File: src/inc/mac_tx_regs.vh
`ifndef MAC_TX_REGS_VH
`define MAC_TX_REGS_VH

// Register offsets on the register port.
`define TX_CTRL_OFS      8'h70
`define TX_STAT_OFS      8'h72

// Transmit control field positions.
`define CTL_ICMP_CSUM    8
`define CTL_TCP_CSUM     6
`define CTL_IP_CSUM      5
`define CTL_QFLUSH       4
`define CTL_FLOW_EN      3
`define CTL_PAD_EN       2
`define CTL_FCS_EN       1
`define CTL_RUN_EN       0
`define CTL_WR_MASK      16'h017F
`define CTL_RST          16'h0000

// Transmit status field positions.
`define STAT_LATE_COL    13
`define STAT_MAX_COL     12
`define STAT_TAG_MSB     5
`define STAT_TAG_LSB     0
`define STAT_RST         16'h0000

// Frame length figures in bytes.
`define MIN_FRAME_BYTES  64
`define FCS_BYTES        4

// Run control state codes.
`define RUN_ST_STOP      2'h0
`define RUN_ST_IDLE      2'h1
`define RUN_ST_SEND      2'h2
`define RUN_ST_DRAIN     2'h3

`endif

File: src/hw/mac_transmit_control_status.v
`timescale 1ns/1ps
`include "mac_tx_regs.vh"

module mac_transmit_control_status #(
  parameter             LEN_W       = 11,
  parameter             LVL_W       = 14,
  parameter             PTR_W       = 8,
  parameter [LVL_W-1:0] PAUSE_LEVEL = 14'h2000
) (
  input  wire             clock_i,
  input  wire             rst_i,
  input  wire [7:0]       reg_addr_i,
  input  wire [15:0]      reg_wdata_i,
  input  wire [1:0]       reg_be_i,
  input  wire             reg_wr_i,
  input  wire             reg_rd_i,
  output reg  [15:0]      reg_rdata_o,
  output reg              reg_rvalid_o,
  input  wire             frame_avail_i,
  input  wire [5:0]       frame_id_i,
  input  wire [LEN_W-1:0] frame_len_i,
  input  wire             frame_is_ip_i,
  input  wire             frame_is_tcp_i,
  input  wire             frame_is_icmp_i,
  input  wire             frame_fragment_i,
  input  wire             frame_done_i,
  input  wire             late_collision_i,
  input  wire             max_collision_i,
  input  wire             full_duplex_i,
  input  wire [LVL_W-1:0] rx_level_i,
  output wire             frame_start_o,
  output wire             frame_busy_o,
  output wire             engine_running_o,
  output wire             queue_flush_o,
  output wire [PTR_W-1:0] frame_ptr_o,
  output reg              ip_csum_insert_o,
  output reg              tcp_csum_insert_o,
  output reg              icmp_csum_insert_o,
  output reg              pad_insert_o,
  output reg  [LEN_W-1:0] pad_bytes_o,
  output reg              fcs_append_o,
  output wire             pause_send_o,
  output wire             backpressure_o
);

  localparam [LEN_W-1:0] MIN_LEN = `MIN_FRAME_BYTES;
  localparam [LEN_W-1:0] FCS_LEN = `FCS_BYTES;

  // Control register and its fields.
  reg  [15:0]      tx_ctrl_r;
  reg  [15:0]      tx_ctrl_nxt;
  wire             icmp_checksum_gen_en;
  wire             tcp_checksum_gen_en;
  wire             ip_header_checksum_gen_en;
  wire             transmit_queue_flush;
  wire             transmit_flow_control_en;
  wire             transmit_pad_en;
  wire             transmit_fcs_append_en;
  wire             transmit_run_en;

  // Status register fields and per-frame collision collectors.
  reg  [5:0]       sent_frame_tag;
  reg              late_collision_flag;
  reg              max_collision_flag;
  reg  [5:0]       cur_tag_r;
  reg              late_acc_r;
  reg              max_acc_r;
  wire [15:0]      tx_stat_w;

  // Frame length figures for padding.
  wire [LEN_W-1:0] wire_len_w;
  wire             short_w;

  // Register port decode.
  wire             ctrl_sel_w;
  wire             stat_sel_w;

  assign ctrl_sel_w = (reg_addr_i == `TX_CTRL_OFS);
  assign stat_sel_w = (reg_addr_i == `TX_STAT_OFS);

  // Field views of the control register.
  assign icmp_checksum_gen_en      = tx_ctrl_r[`CTL_ICMP_CSUM];
  assign tcp_checksum_gen_en       = tx_ctrl_r[`CTL_TCP_CSUM];
  assign ip_header_checksum_gen_en = tx_ctrl_r[`CTL_IP_CSUM];
  assign transmit_queue_flush      = tx_ctrl_r[`CTL_QFLUSH];
  assign transmit_flow_control_en  = tx_ctrl_r[`CTL_FLOW_EN];
  assign transmit_pad_en           = tx_ctrl_r[`CTL_PAD_EN];
  assign transmit_fcs_append_en    = tx_ctrl_r[`CTL_FCS_EN];
  assign transmit_run_en           = tx_ctrl_r[`CTL_RUN_EN];

  // Status word with reserved bits reading as zero.
  assign tx_stat_w = {2'h0,
                      late_collision_flag,
                      max_collision_flag,
                      6'h00,
                      sent_frame_tag};

  // Byte-lane write of the control register; reserved bits stay zero.
  always @* begin
    tx_ctrl_nxt = tx_ctrl_r;
    if (reg_wr_i && ctrl_sel_w) begin
      if (reg_be_i[0]) begin
        tx_ctrl_nxt[7:0] = reg_wdata_i[7:0];
      end
      if (reg_be_i[1]) begin
        tx_ctrl_nxt[15:8] = reg_wdata_i[15:8];
      end
    end
    tx_ctrl_nxt = tx_ctrl_nxt & `CTL_WR_MASK;
  end

  always @(posedge clock_i) begin
    if (rst_i) begin
      tx_ctrl_r <= `CTL_RST;
    end else begin
      tx_ctrl_r <= tx_ctrl_nxt;
    end
  end

  // Read answer one cycle after the strobe; unmapped offsets read zero.
  always @(posedge clock_i) begin
    if (rst_i) begin
      reg_rdata_o  <= 16'h0000;
      reg_rvalid_o <= 1'b0;
    end else begin
      reg_rvalid_o <= reg_rd_i;
      if (reg_rd_i) begin
        if (ctrl_sel_w) begin
          reg_rdata_o <= tx_ctrl_r;
        end else if (stat_sel_w) begin
          reg_rdata_o <= tx_stat_w;
        end else begin
          reg_rdata_o <= 16'h0000;
        end
      end
    end
  end

  // Run and stop of the engine, queue flush and frame pointer.
  tx_run_ctrl #(
    .PTR_W (PTR_W)
  ) u_run (
    .clock_i       (clock_i),
    .rst_i         (rst_i),
    .run_en_i      (transmit_run_en),
    .flush_i       (transmit_queue_flush),
    .frame_avail_i (frame_avail_i),
    .frame_done_i  (frame_done_i),
    .start_o       (frame_start_o),
    .busy_o        (frame_busy_o),
    .running_o     (engine_running_o),
    .flush_o       (queue_flush_o),
    .ptr_o         (frame_ptr_o)
  );

  // Pause frames or back-pressure from receive buffer fill.
  tx_flow_ctrl #(
    .LVL_W       (LVL_W),
    .PAUSE_LEVEL (PAUSE_LEVEL)
  ) u_flow (
    .clock_i        (clock_i),
    .rst_i          (rst_i),
    .flow_en_i      (transmit_flow_control_en),
    .full_duplex_i  (full_duplex_i),
    .level_i        (rx_level_i),
    .pause_send_o   (pause_send_o),
    .backpressure_o (backpressure_o)
  );

  // Length on the wire counts the check sequence when it is appended.
  assign wire_len_w = transmit_fcs_append_en ? (frame_len_i + FCS_LEN) : frame_len_i;
  assign short_w    = transmit_pad_en && (wire_len_w < MIN_LEN);

  // Per-frame insertion controls, captured as each frame starts.
  always @(posedge clock_i) begin
    if (rst_i) begin
      ip_csum_insert_o   <= 1'b0;
      tcp_csum_insert_o  <= 1'b0;
      icmp_csum_insert_o <= 1'b0;
      pad_insert_o       <= 1'b0;
      pad_bytes_o        <= {LEN_W{1'b0}};
      fcs_append_o       <= 1'b0;
    end else if (frame_start_o) begin
      ip_csum_insert_o   <= ip_header_checksum_gen_en && frame_is_ip_i;
      tcp_csum_insert_o  <= tcp_checksum_gen_en && frame_is_tcp_i;
      icmp_csum_insert_o <= icmp_checksum_gen_en && frame_is_icmp_i
                            && !frame_fragment_i;
      pad_insert_o       <= short_w;
      pad_bytes_o        <= short_w ? (MIN_LEN - wire_len_w) : {LEN_W{1'b0}};
      fcs_append_o       <= transmit_fcs_append_en;
    end
  end

  // Collisions gathered over the frame; an event on the start cycle is kept.
  always @(posedge clock_i) begin
    if (rst_i) begin
      cur_tag_r  <= 6'h00;
      late_acc_r <= 1'b0;
      max_acc_r  <= 1'b0;
    end else if (frame_start_o) begin
      cur_tag_r  <= frame_id_i;
      late_acc_r <= late_collision_i;
      max_acc_r  <= max_collision_i;
    end else begin
      late_acc_r <= late_acc_r | late_collision_i;
      max_acc_r  <= max_acc_r | max_collision_i;
    end
  end

  // Status fields replaced together at frame end, including that cycle's events.
  always @(posedge clock_i) begin
    if (rst_i) begin
      sent_frame_tag      <= 6'h00;
      late_collision_flag <= 1'b0;
      max_collision_flag  <= 1'b0;
    end else if (frame_done_i && frame_busy_o) begin
      sent_frame_tag      <= cur_tag_r;
      late_collision_flag <= late_acc_r | late_collision_i;
      max_collision_flag  <= max_acc_r | max_collision_i;
    end
  end

endmodule // mac_transmit_control_status

File: src/hw/tx_run_ctrl.v
`timescale 1ns/1ps
`include "mac_tx_regs.vh"

module tx_run_ctrl #(
  parameter PTR_W = 8
) (
  input  wire             clock_i,
  input  wire             rst_i,
  input  wire             run_en_i,
  input  wire             flush_i,
  input  wire             frame_avail_i,
  input  wire             frame_done_i,
  output reg              start_o,
  output reg              busy_o,
  output reg              running_o,
  output reg              flush_o,
  output reg  [PTR_W-1:0] ptr_o
);

  reg [1:0] state_r;
  reg [1:0] state_nxt;
  reg       start_nxt;

  // Next state of the engine; a frame in flight always runs to its end.
  always @* begin
    state_nxt = state_r;
    start_nxt = 1'b0;
    case (state_r)
      `RUN_ST_STOP: begin
        if (run_en_i && !flush_i) begin
          state_nxt = `RUN_ST_IDLE;
        end
      end
      `RUN_ST_IDLE: begin
        if (!run_en_i) begin
          state_nxt = `RUN_ST_STOP;
        end else if (frame_avail_i && !flush_i) begin
          state_nxt = `RUN_ST_SEND;
          start_nxt = 1'b1;
        end
      end
      `RUN_ST_SEND: begin
        if (frame_done_i) begin
          state_nxt = run_en_i ? `RUN_ST_IDLE : `RUN_ST_STOP;
        end else if (!run_en_i) begin
          state_nxt = `RUN_ST_DRAIN;
        end
      end
      `RUN_ST_DRAIN: begin
        if (frame_done_i) begin
          state_nxt = `RUN_ST_STOP;
        end else if (run_en_i) begin
          state_nxt = `RUN_ST_SEND;
        end
      end
      default: begin
        state_nxt = `RUN_ST_STOP;
      end
    endcase
  end

  // State, strobes and frame pointer.
  always @(posedge clock_i) begin
    if (rst_i) begin
      state_r   <= `RUN_ST_STOP;
      start_o   <= 1'b0;
      busy_o    <= 1'b0;
      running_o <= 1'b0;
      flush_o   <= 1'b0;
      ptr_o     <= {PTR_W{1'b0}};
    end else begin
      state_r   <= state_nxt;
      start_o   <= start_nxt;
      busy_o    <= (state_nxt == `RUN_ST_SEND) || (state_nxt == `RUN_ST_DRAIN);
      running_o <= (state_nxt == `RUN_ST_IDLE) || (state_nxt == `RUN_ST_SEND);
      flush_o   <= flush_i && (state_nxt == `RUN_ST_STOP);
      if (flush_i && (state_nxt == `RUN_ST_STOP)) begin
        ptr_o <= {PTR_W{1'b0}};
      end else if (frame_done_i && busy_o) begin
        ptr_o <= ptr_o + {{(PTR_W-1){1'b0}}, 1'b1};
      end
    end
  end

endmodule // tx_run_ctrl

File: src/hw/tx_flow_ctrl.v
`timescale 1ns/1ps

module tx_flow_ctrl #(
  parameter             LVL_W       = 14,
  parameter [LVL_W-1:0] PAUSE_LEVEL = 14'h2000
) (
  input  wire             clock_i,
  input  wire             rst_i,
  input  wire             flow_en_i,
  input  wire             full_duplex_i,
  input  wire [LVL_W-1:0] level_i,
  output reg              pause_send_o,
  output reg              backpressure_o
);

  reg  sent_r;
  wire over_w;

  // Occupancy has reached the level that would lead to overflow.
  assign over_w = flow_en_i && (level_i >= PAUSE_LEVEL);

  // One pause request per crossing in full duplex, back-pressure level in half.
  always @(posedge clock_i) begin
    if (rst_i) begin
      sent_r         <= 1'b0;
      pause_send_o   <= 1'b0;
      backpressure_o <= 1'b0;
    end else begin
      pause_send_o   <= over_w && full_duplex_i && !sent_r;
      sent_r         <= over_w && full_duplex_i;
      backpressure_o <= over_w && !full_duplex_i;
    end
  end

endmodule // tx_flow_ctrl

File: config.mk
export PLATFORM = sky130hd
export DESIGN_NAME = mac_transmit_control_status
export DESIGN_NICKNAME = d
export VERILOG_FILES = /design/src/hw/mac_transmit_control_status.v /design/src/hw/tx_run_ctrl.v /design/src/hw/tx_flow_ctrl.v
export VERILOG_INCLUDE_DIRS = /design/src /design/src/inc
export SDC_FILE = /design/constraint.sdc
export NUM_CORES = 1
export LEC_CHECK = 0
export BUFFER_PORTS_ARGS = -buffer_cell sky130_fd_sc_hd__buf_4
export CORE_ASPECT_RATIO = 1.1
export CORE_MARGIN = 4
export CORE_UTILIZATION = 54
export CTS_BUF_LIST = sky130_fd_sc_hd__clkbuf_8
export CTS_CLUSTER_SIZE = 16
export DETAILED_ROUTE_END_ITERATION = 16
export PLACE_DENSITY = 0.95
export RECOVER_POWER = 25
export SLEW_MARGIN = 20
export SYNTH_ARGS = -nofsm -noshare
export SYNTH_HDL_FRONTEND = slang
export SYNTH_HIERARCHICAL = 1
export SYNTH_SLANG_ARGS = --single-unit
export TNS_END_PERCENT = 20
File: constraint.sdc
create_clock -name clock_i -period 4.5 [get_ports clock_i]
set_input_delay 0.9 -clock clock_i [delete_from_list [all_inputs] [get_ports clock_i]]
set_output_delay 0.9 -clock clock_i [all_outputs]
set_load 0.02 [all_outputs]
==> impl_metrics.csv <==
group,metric,value,unit
outcome,status,"finished, violations left",
outcome,violations,"capacitance limit, slew limit",
route,avgRoutedWirePerCell,14.4,um
place,gp_congestion,0.811,
cells_and_area,drive_gt1_share,27.9,%
sta,skew,8.32,ps
power,p_sw,251,uW
die,fp.coreArea,0.00517,mm^2
synth,synth-main-ff-cell,"dfxtp_1",
cells_and_area,register_area,0.00134,mm^2
clock_tree,clkSinkCount,67,
place,portBuffers,89,
synth,ys.warnings.count,6,
sta,worstMarginPinSlew,2180,ps
route,wl,7050,um
critical_path,required,4720,ps
die,die_x,78.5,um
min_path,worst_hold_path.num_cells,1,
sta,max_freq,0.334,GHz
cells_and_area,nFillCells,422,
synth,seq_area_frac_synth,45.4,%
route,dr.pass1.iters,4,
power,seq_power_share,54.5,%
cells_and_area,postLayoutCoreUtil,73.2,%
power,p_per_area,289,mW/mm^2
route,num_vias,2642,
critical_path,crit_path_max_incr_delay,1520,ps
clock_tree,post_cts.repair.setup_buffers,0,
power,power.clock.fraction,37.7,%
critical_path,reg2reg_slack,2380,ps
power,internal_power,840,uW
die,die_height,85.6,um
critical_path,critPathArrivalTime,3220,ps
route,dr.first_iter.drc_count,144,
global_routing,grt_max_degree,53,
synth,synth_most_common_cell,"dfxtp_1",
global_routing,grt_pass1_wl,11100,um
synth,ys_types,52,
sta,max-slew-margin-rel,-45.1,%
synth,yosys-top-cells-area,"dfxtp_1 45%, mux2i_1 5.1%, nor2_1 5.1%",
cells_and_area,syn_to_final_growth,27.9,%
sta,hold_violations,0,
power,p_leak,0.00159,uW
cells_and_area,nets,486,
clock_tree,clockBufferDepth,2,
critical_path,rr_worst_depth,7,
critical_path,crit_cells,3,
synth,syn_inst,326,
synth,synth_edf_count,0,
global_routing,grt_overflow_total,0,
clock_tree,cts_root_buf,"clkbuf_8",
run,cap_violations,1,
place,hpwl,5280,um
power,ir_drop,0.273,mV
critical_path,rr_startpoint,"tx_ctrl_r[4]",
power,sw_frac_of_total,23.0,%
synth,async_flop_share,0,%
sta,final.setup.tns,0,ps
critical_path,crit_family,"buffers and inverters",
synth,synth_top_area_share,45.4,%
synth,synth.avg_cell_area,9.07,um^2
critical_path,cp_slowest_cell,"clkbuf_1",
critical_path,crit_end,"pad_bytes_o[9]",
critical_path,crit_buf_inv,1,
global_routing,grt_pass1_vias,2485,
global_routing,antenna_found_initial,0,
clock_tree,cts_tree,"built",
cells_and_area,multi_input_area,0.00149,mm^2
die,start_util,57.2,%
critical_path,crit_start,"rst_i",
sta,finalSetupViolCount,0,
sta,min_period_over_period,66.5,%
clock_tree,cts_made_buffers,9,
route,post-route-drc-count,0,
die,num_rows,27,
synth,synth.cells.most_frequent,"67 x dfxtp_1, 40 x nor2_1, 36 x nand2_1, 24 x a21oi_1, 15 x mux2i_1",
clock_tree,cts_max_level,3,
synth,yosysTopAreaCell,"dfxtp_1",
clock_tree,clk_latency,330,ps
critical_path,crit_fanout,52,
cells_and_area,antenna_cells,0,
clock_tree,hold_buffers,0,
critical_path,crit_chain,"clkbuf_1 -> nor2_1 -> and2_1",
min_path,hold_path_class,"flop to flop",
critical_path,critPathKind,"primary input to flop",
critical_path,crit_path_start_kind,"primary input",
sta,rsz0062_at_grt,"no",
sta,period_minus_slack,2990,ps
route,antenna_left,0,
clock_tree,path_clk_slew,70,ps
clock_tree,postCtsResizedCells,0,
global_routing,grt_usage,20.9,%
critical_path,r2r_end,"u_run/ptr_o[5]",
critical_path,crit_path_end_kind,"flop",
die,die_area,0.00672,mm^2
synth,yosys_register_bits,67,
die,io_pins,117,
synth,syn_area,0.00296,mm^2
route,routed_via_density,5.41,
sta,slew_viol_final,53,
power,power_frac_comb,7.7,%
==> final cells by class <==
class / count / area share [%]
multi-input cells: 236 / 39.4
clock buffers: 10 / 3.64
repair buffers: 89 / 17.6
flip-flops and latches: 67 / 35.5
inverters: 9 / 0.893
well taps: 72 / 2.38
clock inverters: 5 / 0.629
==> power by group through the flow <==
stage               registers (uW)  clock network (uW)  logic [uW]
floorplan                      609                   0        41.8
global placement               609                   0        81.5
detailed placement             609                   0        84.1
CTS                            595                 421        84.4
global route                   595                 453        91.3
finish                         595                 412        84.2
==> state kept, by name, summed over array words and instances (netlist names), 6 cells and up <==
name            flops
tx_ctrl_r           8
sent_frame_tag      6
pad_bytes_o        11
reg_rdata_o        10
u_run/ptr_o         8
cur_tag_r           6
==> metal layers <==
layer,wire (um),share of wire (%),GRT usage [%]
met5,0,0,0
met4,145,2.1,9.22
met3,385,5.5,5.78
met1,2930,42,23.4
met2,3590,51,37.1
==> placed cells by master, fill, tap and decap left out, types with 7 or more instances in the layout <==
cell type,Yosys,layout
buf_4,7,88
dfxtp_1,67,67
nor2_1,40,40
nand2_1,36,36
a21oi_1,24,24
mux2i_1,15,15
nand3_1,14,14
inv_1,9,12
clkbuf_8,0,10
o21ai_1,8,8
xnor2_1,7,7
nor3_1,7,7
==> kinds of logic (layout without fill, tap and decap cells) <==
kind of cell	after synthesis	after routing	share of synthesized area, %
AND/OR/NAND/NOR	135	135	24.0
flip-flops	67	67	45.4
AO/OA/AOI/OAI	61	61	14.1
buffers and inverters	28	113	4.61
multiplexers	21	21	7.37
XOR/XNOR	9	9	2.67
adder cells (fa/ha/maj)	4	4	1.69
other	1	6	0.127
==> worst min path at each step <==
| stage | start | endpoint |
|---|---|---|
| floorplan | u_flow/sent_r | u_flow/pause_send_o |
| global placement | u_flow/sent_r | u_flow/pause_send_o |
| detailed placement | u_flow/sent_r | u_flow/pause_send_o |
| CTS | u_flow/sent_r | u_flow/pause_send_o |
| global route | u_flow/sent_r | u_flow/pause_send_o |
| finish | u_flow/sent_r | u_flow/pause_send_o |
==> metrics by stage <==
| stage | hold slack (ps) | setup slack (ps) | instance area, um^2 | power [uW] | cells |
|---|---|---|---|---|---|
| after floorplan | 392 | 2260 | 2970 | 651 | 331 |
| after global placement | 395 | 1990 | 3630 | 690 | 473 |
| after detailed placement | 409 | 1890 | 3630 | 693 | 473 |
| after CTS | 414 | 2200 | 3790 | 1100 | 488 |
| after global routing | 405 | 1290 | 3780 | 1140 | 488 |
| final | 395 | 1510 | 3780 | 1090 | 488 |
Note: power is estimated with default switching activity, not from simulation.
